## config.mk

```make
export PLATFORM = sky130hd
export DESIGN_NAME = adc_control_registers
export DESIGN_NICKNAME = d
export VERILOG_FILES = /design/src/verilog/adc_ctrl_pkg.sv /design/src/verilog/adc_control_registers.sv
export SDC_FILE = /design/constraint.sdc
export NUM_CORES = 1
export LEC_CHECK = 0
export CAP_MARGIN = 10
export CORE_MARGIN = 5
export CORE_UTILIZATION = 37
export DETAILED_ROUTE_END_ITERATION = 8
export DONT_BUFFER_PORTS = 1
export SYNTH_ARGS = -nofsm -noshare
export SYNTH_HDL_FRONTEND = slang
export SYNTH_SLANG_ARGS = --single-unit
```

## constraint.sdc

```tcl
create_clock -name ref_clk -period 4.1 [get_ports ref_clk]
set_input_delay 0.205 -clock ref_clk [delete_from_list [all_inputs] [get_ports ref_clk]]
set_output_delay 0.205 -clock ref_clk [all_outputs]
set_load 0.05 [all_outputs]
```

## src/verilog/adc_ctrl_pkg.sv

```systemverilog
// Register map, field layouts and timing constants of the converter control block
package adc_ctrl_pkg;

  // Register indices on the plain register port
  localparam logic [2:0] REG_STATUS_CONTROL = 3'h0;
  localparam logic [2:0] REG_RESULT         = 3'h1;
  localparam logic [2:0] REG_CLOCK_SELECT   = 3'h2;
  localparam logic [2:0] REG_EVENT_STATUS   = 3'h3;
  localparam logic [2:0] REG_EVENT_MASK     = 3'h4;

  // Channel codes
  localparam logic [4:0] CHAN_LAST_PIN  = 5'h0e;
  localparam logic [4:0] CHAN_HIGH_REF  = 5'h1d;
  localparam logic [4:0] CHAN_LOW_REF   = 5'h1e;
  localparam logic [4:0] CHAN_POWER_OFF = 5'h1f;
  localparam int         NUM_PINS       = 15;

  // Converted codes of the internal reference nodes and of unused codes
  localparam logic [7:0] CODE_HIGH_REF  = 8'hff;
  localparam logic [7:0] CODE_LOW_REF   = 8'h00;
  localparam logic [7:0] CODE_UNUSED    = 8'h00;

  // Converter clocks per conversion, counted from the start
  localparam logic [4:0] CONV_TICKS     = 5'h10;
  localparam logic [3:0] SAR_STEPS      = 4'h8;

  // Clock source codes
  localparam logic       SRC_CRYSTAL    = 1'b0;
  localparam logic       SRC_BUS        = 1'b1;

  // Event status bit positions
  localparam int EVT_DONE    = 0;
  localparam int EVT_OVERRUN = 1;

  typedef struct packed {
    logic       conversion_done_flag;
    logic       conv_irq_enable;
    logic       continuous_convert;
    logic [4:0] channel_select;
  } status_control_t;

  typedef struct packed {
    logic [2:0] clock_prescaler;
    logic       clock_source_select;
    logic [3:0] reserved;
  } clock_cfg_t;

  typedef struct packed {
    logic [2:0] addr;
    logic [7:0] wdata;
    logic       wr;
    logic       rd;
  } reg_req_t;

  localparam status_control_t STATUS_CONTROL_RESET = '{1'b0, 1'b0, 1'b0, 5'h1f};
  localparam clock_cfg_t      CLOCK_CFG_RESET      = '{3'h0, 1'b0, 4'h0};
  localparam logic [7:0]      EVENT_RESET          = 8'h00;

endpackage

```

## src/verilog/adc_control_registers.sv

```systemverilog
// Control, status and result registers of an 8-bit multiplexed converter
`timescale 1ns/1ps

module adc_control_registers
(
  // Clock and reset
  input  wire logic                    ref_clk,
  input  wire logic                    rst_n,
  // Register port
  input  wire adc_ctrl_pkg::reg_req_t  req,
  output logic [7:0]                   rdata_q,
  // Interrupt
  output logic                         irq,
  // Crystal clock pin, sampled
  input  wire logic                    crystal_clock,
  // Digitised pin levels of the fifteen channels
  input  wire logic [14:0][7:0]        pin_level,
  // Converter state towards the pins
  output logic [4:0]                   selected_analog_input,
  output logic                         converter_powered,
  output logic                         conversion_busy
);

  adc_ctrl_pkg::status_control_t scr_q;
  adc_ctrl_pkg::clock_cfg_t      clk_cfg_q;
  logic [7:0]                    result_q;
  logic [7:0]                    evt_status_q;
  logic [7:0]                    evt_mask_q;
  logic                          conv_irq_q;
  logic                          unread_q;
  logic [2:0]                    xtal_sync_q;
  logic [14:0][7:0]              pin_s1_q;
  logic [14:0][7:0]              pin_s2_q;
  logic [3:0]                    div_cnt_q;
  logic                          busy_q;
  logic [4:0]                    tick_cnt_q;
  logic [7:0]                    sample_q;
  logic [7:0]                    sar_q;
  logic [7:0]                    sar_d;
  logic                          in_tick;
  logic                          adc_tick;
  logic                          done_pulse;
  logic                          scr_wr;
  logic                          result_rd;
  logic                          powered_off;
  logic                          start;
  logic [7:0]                    channel_code;

  // Divide ratio minus one for a prescaler code
  function automatic logic [3:0] div_limit(input logic [2:0] code);
    unique case (code)
      3'h0:    div_limit = 4'h0;
      3'h1:    div_limit = 4'h1;
      3'h2:    div_limit = 4'h3;
      3'h3:    div_limit = 4'h7;
      default: div_limit = 4'hf;
    endcase
  endfunction

  assign scr_wr      = req.wr && (req.addr == adc_ctrl_pkg::REG_STATUS_CONTROL);
  assign result_rd   = req.rd && (req.addr == adc_ctrl_pkg::REG_RESULT);
  assign powered_off = (scr_q.channel_select == adc_ctrl_pkg::CHAN_POWER_OFF);
  assign start       = scr_wr && (req.wdata[4:0] != adc_ctrl_pkg::CHAN_POWER_OFF);

  // Crystal clock is asynchronous; the edge detector compares the second and third stages
  always_ff @(posedge ref_clk)
  begin
    if (!rst_n)
      xtal_sync_q <= 3'h0;
    else
      xtal_sync_q <= {xtal_sync_q[1:0], crystal_clock};
  end

  // Pin levels come from outside; whole words are held by the converter during the sample
  always_ff @(posedge ref_clk)
  begin
    if (!rst_n)
    begin
      pin_s1_q <= '0;
      pin_s2_q <= '0;
    end
    else
    begin
      pin_s1_q <= pin_level;
      pin_s2_q <= pin_s1_q;
    end
  end

  assign in_tick = (clk_cfg_q.clock_source_select == adc_ctrl_pkg::SRC_BUS) ? 1'b1
                 : (xtal_sync_q[1] && !xtal_sync_q[2]);

  // prescaler; restarts at each start so a conversion spans whole clocks
  always_ff @(posedge ref_clk)
  begin
    if (!rst_n)
      div_cnt_q <= 4'h0;
    else if (start)
      div_cnt_q <= 4'h0;
    else if (in_tick)
      div_cnt_q <= (div_cnt_q >= div_limit(clk_cfg_q.clock_prescaler)) ? 4'h0
                 : div_cnt_q + 4'h1;
  end

  assign adc_tick = in_tick && (div_cnt_q >= div_limit(clk_cfg_q.clock_prescaler));

  // pin channels, reference nodes, unused codes
  always_comb
  begin
    if (scr_q.channel_select <= adc_ctrl_pkg::CHAN_LAST_PIN)
      channel_code = pin_s2_q[scr_q.channel_select[3:0]];
    else if (scr_q.channel_select == adc_ctrl_pkg::CHAN_HIGH_REF)
      channel_code = adc_ctrl_pkg::CODE_HIGH_REF;
    else if (scr_q.channel_select == adc_ctrl_pkg::CHAN_LOW_REF)
      channel_code = adc_ctrl_pkg::CODE_LOW_REF;
    else
      channel_code = adc_ctrl_pkg::CODE_UNUSED;
  end

  // sample at tick 0, then one trial bit per converter clock, MSB first
  always_comb
  begin
    sar_d = sar_q;
    if ((tick_cnt_q != 5'h0) && (tick_cnt_q <= {1'b0, adc_ctrl_pkg::SAR_STEPS}))
    begin
      sar_d[3'({1'b0, adc_ctrl_pkg::SAR_STEPS} - tick_cnt_q)] = 1'b1;
      if (sample_q < sar_d)
        sar_d[3'({1'b0, adc_ctrl_pkg::SAR_STEPS} - tick_cnt_q)] = 1'b0;
    end
  end

  // sixteen full converter clocks, the divider restarts with the start
  assign done_pulse = busy_q && adc_tick && (tick_cnt_q == adc_ctrl_pkg::CONV_TICKS - 5'h1);

  // Converter sequencing
  always_ff @(posedge ref_clk)
  begin
    if (!rst_n)
    begin
      busy_q     <= 1'b0;
      tick_cnt_q <= 5'h0;
      sar_q      <= 8'h00;
      sample_q   <= 8'h00;
    end
    else if (start)
    begin
      busy_q     <= 1'b1;
      tick_cnt_q <= 5'h0;
      sar_q      <= 8'h00;
      sample_q   <= 8'h00;
    end
    // Power-off write aborts in the same cycle as the field changes
    else if (powered_off || scr_wr)
      busy_q <= 1'b0;
    else if (!busy_q)
      sample_q <= channel_code;
    else if (adc_tick)
    begin
      sar_q      <= sar_d;
      tick_cnt_q <= tick_cnt_q + 5'h1;
      if (tick_cnt_q == 5'h0)
        sample_q <= channel_code;
      if (done_pulse)
      begin
        busy_q     <= scr_q.continuous_convert;
        tick_cnt_q <= 5'h0;
        sar_q      <= 8'h00;
      end
    end
  end

  // load at completion; overwrite even if unread
  always_ff @(posedge ref_clk)
  begin
    if (!rst_n)
      result_q <= 8'h00;
    else if (done_pulse)
      result_q <= sar_d;
  end

  // Status/control register; reset powers off
  always_ff @(posedge ref_clk)
  begin
    if (!rst_n)
      scr_q <= adc_ctrl_pkg::STATUS_CONTROL_RESET;
    else
    begin
      if (scr_wr)
      begin
        scr_q.conv_irq_enable    <= req.wdata[6];
        scr_q.continuous_convert <= req.wdata[5];
        scr_q.channel_select     <= req.wdata[4:0];
      end
      // completion sets while interrupts are disabled, set wins over clear
      if (done_pulse && !scr_q.conv_irq_enable)
        scr_q.conversion_done_flag <= 1'b1;
      // plain bit once interrupts are enabled
      else if (scr_wr && req.wdata[6])
        scr_q.conversion_done_flag <= req.wdata[7];
      // cleared by write, or by result read while interrupts are disabled
      else if (scr_wr || (result_rd && !scr_q.conv_irq_enable))
        scr_q.conversion_done_flag <= 1'b0;
    end
  end

  // Clock register; reset picks crystal
  always_ff @(posedge ref_clk)
  begin
    if (!rst_n)
      clk_cfg_q <= adc_ctrl_pkg::CLOCK_CFG_RESET;
    else if (req.wr && (req.addr == adc_ctrl_pkg::REG_CLOCK_SELECT))
      clk_cfg_q <= {req.wdata[7:4], 4'h0};
  end

  // request at completion; dropped by result read or status/control write, completion wins
  always_ff @(posedge ref_clk)
  begin
    if (!rst_n)
      conv_irq_q <= 1'b0;
    else if (done_pulse && scr_q.conv_irq_enable)
      conv_irq_q <= 1'b1;
    else if (result_rd || scr_wr)
      conv_irq_q <= 1'b0;
  end

  // Unread result tracking for the overrun event
  always_ff @(posedge ref_clk)
  begin
    if (!rst_n)
      unread_q <= 1'b0;
    else if (done_pulse)
      unread_q <= 1'b1;
    else if (result_rd)
      unread_q <= 1'b0;
  end

  // Sticky events, write one to clear, set wins
  always_ff @(posedge ref_clk)
  begin
    if (!rst_n)
      evt_status_q <= adc_ctrl_pkg::EVENT_RESET;
    else
    begin
      for (int i = 0; i < 8; i++)
      begin
        if (req.wr && (req.addr == adc_ctrl_pkg::REG_EVENT_STATUS) && req.wdata[i])
          evt_status_q[i] <= 1'b0;
      end
      if (done_pulse)
        evt_status_q[adc_ctrl_pkg::EVT_DONE] <= 1'b1;
      if (done_pulse && unread_q && !result_rd)
        evt_status_q[adc_ctrl_pkg::EVT_OVERRUN] <= 1'b1;
    end
  end

  always_ff @(posedge ref_clk)
  begin
    if (!rst_n)
      evt_mask_q <= adc_ctrl_pkg::EVENT_RESET;
    else if (req.wr && (req.addr == adc_ctrl_pkg::REG_EVENT_MASK))
      evt_mask_q <= req.wdata;
  end

  // Read data one cycle after the strobe; unmapped reads zero
  always_ff @(posedge ref_clk)
  begin
    if (!rst_n)
      rdata_q <= 8'h00;
    else if (req.rd)
    begin
      unique case (req.addr)
        adc_ctrl_pkg::REG_STATUS_CONTROL: rdata_q <= scr_q;
        adc_ctrl_pkg::REG_RESULT:         rdata_q <= result_q;
        adc_ctrl_pkg::REG_CLOCK_SELECT:   rdata_q <= clk_cfg_q;
        adc_ctrl_pkg::REG_EVENT_STATUS:   rdata_q <= evt_status_q;
        adc_ctrl_pkg::REG_EVENT_MASK:     rdata_q <= evt_mask_q;
        default:                          rdata_q <= 8'h00;
      endcase
    end
    else
      rdata_q <= 8'h00;
  end

  assign irq                   = conv_irq_q || |(evt_status_q & evt_mask_q);
  assign selected_analog_input = scr_q.channel_select;
  assign converter_powered     = !powered_off;
  assign conversion_busy       = busy_q;
endmodule

```

==> Word level (Yosys, flattened, before mapping) <==
Index checks and enable logic that the tools add are counted.
{ "totals": {"out_inout_bits": 16, "mem_bits_rw": 0, "mem_count": 0, "word_cells": 157, "regBits": 309, "latch_bits": 0, "input_bits": 136, "mem_bits_ro": 0} }
{ "classes": {"reduce_logical": 42, "n_addsub": 3, "shifts": 0, "mul": 0, "eq_ne": 13, "n_div": 0, "n_lt_le_gt_ge": 8, "muxes": 36, "bitwise": 6} }
{ "ops": {"columns": ["operator", "n"], "rows": [
  ["$mux 8", 9],
  ["$pmux 8 s5", 1],
  ["$bmux 8 s4", 1],
  ["$logic_and 1x1->1", 20],
  ["$mux 1", 18],
  ["$mux 4", 4],
  ["$pmux 4 s4", 1],
  ["$eq 3x2->1 const B", 4],
  ["$eq 5x5->1 const B", 2],
  ["$le 5x4->1 const B", 2],
  ["$and 2x8->8", 1],
  ["$and 8x8->8", 1],
  ["$ge 4x4->1", 2],
  ["$lt 8x8->1", 1],
  ["$not 8->8", 1],
  ["$or 8x8->8", 1],
  ["$reduce_bool 2->1", 4],
  ["$reduce_or 8->1", 1],
  ["$eq 3x1->1 const B", 2],
  ["$logic_not 3->1", 2],
  ["$reduce_and 3->1", 2],
  ["$add 5x1->5 const B", 1],
  ["$eq 5x4->1 const B", 1],
  ["$logic_not 5->1", 1],
  ["other kinds (17)", 25]
]} }

==> Logic depth before layout (Yosys ltp) <==
Gate-level depths: netlist of the first run.
{ "depth": {"ltp_word": 11, "depth_mapped": 12, "ltp_nobuf": 10} }

==> Worst setup path after synthesis of the first run <==
OpenSTA, ideal clock, no wires.
{ "synth_timing": {"kind": "reg-to-reg", "start": "reg tick_cnt_q[0]", "end": "reg sar_q[0]", "setup_ns": 0.060, "period_less_slack_ns": 2.889, "path_slack_ns": 1.211, "required_time_ns": 4.040, "path_stages_with_launch": 13, "t_arrival_ns": 2.830, "n_path_buf": 2, "path_cell_list": "dfxtp_1 -> clkbuf_1 -> inv_1 -> ha_1 -> clkbuf_1 -> nor2b_1 -> a21oi_1 -> ha_1 -> nand2_1 -> nor3_1 -> o31ai_1 -> a311oi_4 -> a22o_1"} }
{ "synth_between": {"elab_chain_len": 10, "word_cells_on_any_way": 18, "cone_classes": "add/sub (1); order compare (4); eq/ne (1); mux (5); bitwise (3); reduce/logical (4)"} }
{ "synth_rtl": {"columns": ["element", "line", "source"], "rows": [
  ["from (decl)", "adc_control_registers.sv:36", "logic [4:0] tick_cnt_q;"],
  ["from (signal assigned)", "adc_control_registers.sv:159", "tick_cnt_q <= tick_cnt_q + 5'h1;"],
  ["$sub 1x3->3", "adc_control_registers.sv:125, adc_control_registers.sv:127", null],
  ["$lt 3x4->1 (implied by the code) / $ge 3x1->1 (equally long branches)", "adc_control_registers.sv:125, adc_control_registers.sv:127", null],
  ["$logic_and 1x1->1 (implied by the code)", "adc_control_registers.sv:125, adc_control_registers.sv:127", null],
  ["$mux 1 (implied by the code)", "adc_control_registers.sv:125, adc_control_registers.sv:127", null],
  ["$demux 1 s3", "adc_control_registers.sv:125, adc_control_registers.sv:127", null],
  ["$or 8x8->8 (no line) / $not 8->8 (equally long branches)", null, null],
  ["$lt 8x8->1 / $and 8x8->8 (equally long branches)", null, null],
  ["$mux 8", "adc_control_registers.sv:126", "if (sample_q < sar_d)"],
  ["$mux 8", "adc_control_registers.sv:123", "if ((tick_cnt_q != 5'h0) && (tick_cnt_q <= {1'b0, adc_ctrl_pkg::SAR_STEPS}))"],
  ["$mux 8 (*)", "adc_control_registers.sv:162", "if (done_pulse)"],
  ["to (signal assigned)", "adc_control_registers.sv:158", "sar_q <= sar_d;"],
  ["to (decl)", "adc_control_registers.sv:38", "logic [7:0] sar_q;"]
]} }
Mark *: on every way between the ends. The rest lies on a longest branch, timed or not.
A chain may end at the register's enable or synchronous reset.

==> Worst setup path in the final report of the first run <==
{ "layout_timing": {"start": "reg tick_cnt_q[0]", "end": "reg sar_q[2]"} }
Same word-level chain as after synthesis.

==> flow_summary.json, run 1 <==
{
  "status": "completed",
  "clockRootBuffer": "clkbuf_16",
  "rows": 62,
  "timing.hold.ws_ns": 0.0267,
  "hpwl_um": 15400,
  "dr.pass1.iters": 5,
  "synthesis.nets": 1170,
  "syn-instance-count": 1020,
  "yosys-mux-area-fraction_pct": 6.77,
  "place_ws_ns": 1.10,
  "tightest_slew_ns": 0.874,
  "synth-main-ff-cell": "dfxtp_1",
  "peakVddDrop_mv": 0.319,
  "initial_core_util_pct": 37.6,
  "grt_setup_unrepaired": "false",
  "rrSetupSlack_ns": 1.06,
  "antenna_found_initial": 1,
  "synth.most_common_cell": "dfxtp_1",
  "leakage_nw": 5.39,
  "setup_ws_ns": 1.06,
  "die_area_mm2": 0.0328,
  "crit_type": "reg -> reg",
  "fmax_mhz": 329,
  "cts_tree": "yes",
  "clockBufferDepth": 3,
  "synthToLayoutAreaGrowth_pct": 25.4,
  "grt_pass1_vias": 7389,
  "power_density_mw_per_mm2": 490,
  "yosysTopAreaCellShare_pct": 57.0,
  "final_max_slew_viol_count": 0,
  "synth_top_cell_by_area": "dfxtp_1",
  "setup_violations": 0,
  "clock_sinks": 309,
  "synth-simple-area-share_pct": 22.5,
  "cts_made_buffers": 34,
  "via_count": 7263,
  "gp_congestion": 0.874,
  "hp-class": "in -> reg",
  "synth-seq-area-share_pct": 57.0,
  "ys_top_cells_by_area": "dfxtp_1, and2_1, mux4_2",
  "synth-compound-area-share_pct": 8.49,
  "arrival_ns": 3.49,
  "grt_max_degree": 251,
  "max_cap_violations": 0,
  "avgSynthCellArea_um2": 10.6,
  "critPathCapture": "sar_q[2]$_SDFFE_PP0P_",
  "r2r-end": "sar_q[2]$_SDFFE_PP0P_",
  "drive_gt1_share_pct": 7.99,
  "cts_setup_buffers": 0,
  "synth_common_cells": "dfxtp_1, and2_1, nand2_1",
  "synth_top_family_by_area": "simple AND/OR/NAND/NOR gates",
  "hold_viol_final": 0,
  "viasPerCell": 4.73,
  "end_kind": "flop",
  "worst-r2r-cell-count": 10,
  "synth_warnings": 0,
  "ys_seq_elements": 309,
  "crit_fanout": 12,
  "grt.total_usage_pct": 14.7,
  "io_buffers": 0,
  "fin_skew_ns": 0.0238,
  "p_total_mw": 6.67,
  "drt-wirelength-per-cell_um": 16.0,
  "min_period_ns": 3.04,
  "overflow": 0,
  "finalSetupTns_ns": 0,
  "io_pins": 152,
  "startpoint": "tick_cnt_q[0]$_SDFFE_PP0P_",
  "syn_area_mm2": 0.0108,
  "grt_pass1_wl_um": 39300,
  "wirelength_um": 24600,
  "async_flop_share_pct": 0,
  "clkTransAtPathRegs_ns": 0.06,
  "die_w_um": 181,
  "ys_types": 63,
  "detail-route-antenna-nets": 0,
  "slew_headroom_pct": 41.7,
  "r2r-start": "tick_cnt_q[0]$_SDFFE_PP0P_",
  "synth_edf_count": 0,
  "drc_errors": 0,
  "drt_iter0_markers": 410,
  "cp.required_ns": 4.54,
  "synth_xor_area_share_pct": 0.404,
  "final_nets": 1278,
  "clkLatencyLatePin_ns": 0.52,
  "htree_levels": 2,
  "die_h_um": 181,
  "critPathLaunchType": "flop",
  "fin_crit_sh_pct": 74.2,
  "synthAdderAreaFrac_pct": 1.61,
  "core_area_mm2": 0.0289
}
-- logic make-up after synthesis --
family	count (synthesis)
fa+ha+maj	14
xor+xnor	5
mux	52
compound gates	130
flops	309
simple gates	433
buf+inv	77
-- metal layers --
metal / track usage, % / vias up / routed length (um)
li1: - / 3646 / -
met1: 18.6 / 3362 / 10700
met2: 25.1 / 210 / 11800
met3: 3.32 / 45 / 1450
met4: 4.35 / 0 / 555
met5: 0 / - / 0
-- power by group --
part           switching, mW  total [mW]  internal (mW)
combinational          0.184       0.403          0.219
sequential            0.0513        3.18           3.13
clock                   1.18        3.09           1.90
-- worst min path at each step --
stage / from / to / slack [ns] / depth (start not counted)
after floorplan: req[2] / selected_analog_input[0]$_SDFFE_PN1P_ / 0.33 / 2
after global placement: req[11] / rdata_q[3]$_SDFF_PN0_ / 0.29 / 1
after detailed placement: req[11] / rdata_q[3]$_SDFF_PN0_ / 0.29 / 1
after CTS: req[4] / conversion_busy$_SDFF_PN0_ / 0.004 / 3
after global routing: req[1] / scr_q[5]$_SDFFE_PN0P_ / 0.04 / 3
final: req[4] / conversion_busy$_SDFF_PN0_ / 0.03 / 3
-- sequential cells by signal, indices dropped and copies added, names as in the netlist, 8 cells and up --
| name | cells |
|---|---|
| pin_s1_q | 120 |
| pin_s2_q | 120 |
| evt_mask_q | 8 |
| rdata_q | 8 |
| result_q | 8 |
| sample_q | 8 |
| sar_q | 8 |
-- cell usage in the layout, fill, tap and decap left out, types with 3 or more instances in the layout --
cell	count
clkinv_2	4
o31ai_1	3
nand4_1	5
nand3_1	20
a31oi_1	12
clkbuf_8	6
nand2b_1	3
nor2b_1	13
dlygate4sd3_1	135
a211oi_1	4
a21oi_1	42
o21a_1	6
o22ai_1	4
clkbuf_16	34
clkbuf_1	7
dfxtp_1	306
nor2_1	41
o21ai_0	13
xor2_1	3
nor3_1	21
and2_1	245
bufinv_16	4
nand3b_1	4
o211ai_1	10
a22o_1	8
ha_1	14
mux2i_1	34
o2111ai_1	7
mux4_2	17
nand2_1	61
a221oi_1	7
inv_1	7
buf_4	5
-- critical path, stage by stage, from the launching register on --
cell and delay, ns:
dfxtp_1 0.58, inv_1 0.16, ha_1 0.30, xnor2_1 0.37, a31oi_1 0.17, ha_1 0.33
o211ai_1 0.09, nor3_1 0.15, o31ai_1 0.13, a311oi_4 0.49, a22o_1 0.22
-- through the flow --
stage / instance area (um^2) / std cells / utilization [%]
3_5_place_dp: 11100 / 1340 / 38.3
5_1_grt: 13600 / 1536 / 47.1
2_1_floorplan: 10800 / 1020 / -
3_3_place_gp: 11100 / 1340 / 38.3
6_report: 13600 / 1536 / 47.1
4_1_cts: 13600 / 1535 / 47.1
-- layout make-up --
type	count	area (um^2)
fillers	2622	15300
diodes	1	2.50
clock inverters	12	204
clock buffers	47	960
repair buffers	141	1420
well taps	384	480
flip-flops and latches	309	6190
multi-input cells	634	4320
inverters	8	30.0
-- timing repair --
item,CTS,global route
hold buffers,136,0
resized for setup,0,0
endpoints found under the hold margin,275,0
No activity file was read; power rests on OpenSTA's default activity.
==> run 2: changes to the inputs <==
==> constraint.sdc (replaced) <==
create_clock -name ref_clk -period 2.9 [get_ports ref_clk]
set_input_delay 0.145 -clock ref_clk [delete_from_list [all_inputs] [get_ports ref_clk]]
set_output_delay 0.145 -clock ref_clk [all_outputs]
set_load 0.05 [all_outputs]
==> flow_summary.json, run 2 (synthesis gave the netlist of run 1 again) <==
{
  "power_density_mw_per_mm2": 703,
  "drt_iter0_markers": 376,
  "fin_area_mm2": 0.0139,
  "io_buffers": 0,
  "drive_gt1_share_pct": 9.80,
  "die_area_mm2": 0.0328,
  "final_nets": 1297,
  "seq_area_mm2": 0.00619,
  "clock_sinks": 309,
  "core_area_mm2": 0.0289,
  "mostFrequentLayoutCell": "dfxtp_1",
  "r2r-end": "sar_q[0]$_SDFFE_PP0P_",
  "hold_viol_final": 1,
  "viasPerCell": 4.75,
  "arrival_ns": 3.10,
  "overflow": 0,
  "finalSetupTns_ns": 0,
  "slew_headroom_pct": 43.1,
  "p_total_mw": 9.74,
  "cp.required_ns": 3.35,
  "detail-route-antenna-nets": 0,
  "clkLatencyLatePin_ns": 0.51,
  "min_period_ns": 2.65,
  "cts_made_buffers": 35,
  "crit_fanout": 11,
  "drc_errors": 0,
  "place_area_mm2": 0.0112,
  "hp-class": "in -> reg",
  "crit_chain": "inv_1 > ha_2 > nor2b_1 > a21oi_1 > ha_1 > nand2_1 > nor3_1 > o31ai_1 > a311oi_4 > a22o_1",
  "rrSetupSlack_ns": 0.25,
  "via_count": 7394,
  "hpwl_um": 15700,
  "grt_pass1_vias": 7350,
  "nFillCells": 2612,
  "clockRootBuffer": "clkbuf_16",
  "max_cap_violations": 0,
  "gp_congestion": 0.824,
  "instances_no_fill": 1557,
  "failed_checks": "negative hold slack",
  "cpPeakStageDelay_ns": 0.50,
  "fin_skew_ns": 0.00891,
  "min_path_cells": 2,
  "status": "finished with violations",
  "final_max_slew_viol_count": 0,
  "initial_core_util_pct": 37.6,
  "leakage_nw": 5.53,
  "crit_type": "reg -> reg",
  "multiInputGateArea_mm2": 0.00432,
  "end_kind": "flop",
  "timing.hold.ws_ns": -0.0162,
  "holdCritStartpoint": "rst_n",
  "synthToLayoutAreaGrowth_pct": 27.7,
  "hold_end": "selected_analog_input[2]$_SDFFE_PN1P_",
  "htree_levels": 2,
  "final_cell_mix": "dfxtp_1, and2_1, dlygate4sd3_1, nand2_1, a21oi_1",
  "wirelength_um": 25000,
  "cts_setup_buffers": 0,
  "grt.total_usage_pct": 14.7,
  "io_pins": 152,
  "dr.pass1.iters": 5,
  "die_w_um": 181,
  "die_h_um": 181,
  "fin_crit_sh_pct": 91.2,
  "fmax_mhz": 378,
  "grt_pass1_wl_um": 39400,
  "dp_cells": 1353,
  "r2r-start": "tick_cnt_q[1]$_SDFFE_PP0P_",
  "critPathLaunchType": "flop",
  "peakVddDrop_mv": 0.486,
  "setup_violations": 0,
  "rows": 62,
  "grt_max_degree": 252,
  "slowest_stage": "a311oi_4",
  "grt_setup_unrepaired": "false",
  "final_core_util_pct": 48.0,
  "reg_top3": "pin_s1_q x120, pin_s2_q x120",
  "tightest_slew_ns": 0.853,
  "clockBufferDepth": 3,
  "n_antenna_cell": 0,
  "cts_tree": "yes",
  "worst-r2r-cell-count": 10,
  "drt-wirelength-per-cell_um": 16.0,
  "clkTransAtPathRegs_ns": 0.06,
  "antenna_found_initial": 0
}
[run 2: worst max-delay path: cells and delay by family, from the launching register on]
family                   cells  cell delay (ns)
buffers and inverters        1             0.06
flip-flops                   1             0.38
adder cells (fa/ha/maj)      2             0.76
AO/OA/AOI/OAI                4             0.93
AND/OR/NAND/NOR              3             0.45
[run 2: timing repair]
action	in CTS	in global routing
endpoints found under the hold margin	276	0
setup endpoints to repair	0	7
gates resized for setup	0	1
hold buffers	141	0
[run 2: cell type report]
class,instances,area share [%]
repair buffers,159,11.4
clock inverters,18,1.87
well taps,384,3.47
flip-flops and latches,309,44.7
multi-input cells,634,31.2
inverters,8,0.217
clock buffers,45,7.17
[run 2: how the worst max path moves through the flow]
stage / start / to / slack [ns] / depth (start not counted)
2_1_floorplan: tick_cnt_q[0]$_SDFFE_PP0P_ / sar_q[0]$_SDFFE_PP0P_ / 0.01 / 12
3_3_place_gp: tick_cnt_q[1]$_SDFFE_PP0P_ / sar_q[0]$_SDFFE_PP0P_ / 0.25 / 10
3_5_place_dp: tick_cnt_q[1]$_SDFFE_PP0P_ / sar_q[0]$_SDFFE_PP0P_ / 0.21 / 10
4_1_cts: tick_cnt_q[1]$_SDFFE_PP0P_ / sar_q[0]$_SDFFE_PP0P_ / 0.18 / 10
5_1_grt: tick_cnt_q[0]$_SDFFE_PP0P_ / sar_q[3]$_SDFFE_PP0P_ / 0.06 / 10
6_report: tick_cnt_q[1]$_SDFFE_PP0P_ / sar_q[0]$_SDFFE_PP0P_ / 0.25 / 10
[run 2: per-layer routing]
metal | up-vias | routed length, um | GRT usage (%)
met2 | 211 | 11700 | 24.6
li1 | 3693 | - | -
met3 | 42 | 1470 | 3.18
met1 | 3448 | 11100 | 19.2
met4 | 0 | 648 | 4.71
met5 | - | 0 | 0
[run 2: power by group]
| group | switching [mW] | internal, mW |
|---|---|---|
| Sequential | 0.0634 | 4.42 |
| Combinational | 0.279 | 0.323 |
| Clock | 1.75 | 2.89 |
| Total | 2.09 | 7.64 |
[run 2: metrics by stage]
stage / hold WS [ns] / setup WS [ns]
2_1_floorplan: 0.269 / 0.0107
3_3_place_gp: 0.228 / 0.254
3_5_place_dp: 0.229 / 0.206
4_1_cts: 0.00528 / 0.182
5_1_grt: 0.0284 / 0.0567
6_report: -0.0162 / 0.254
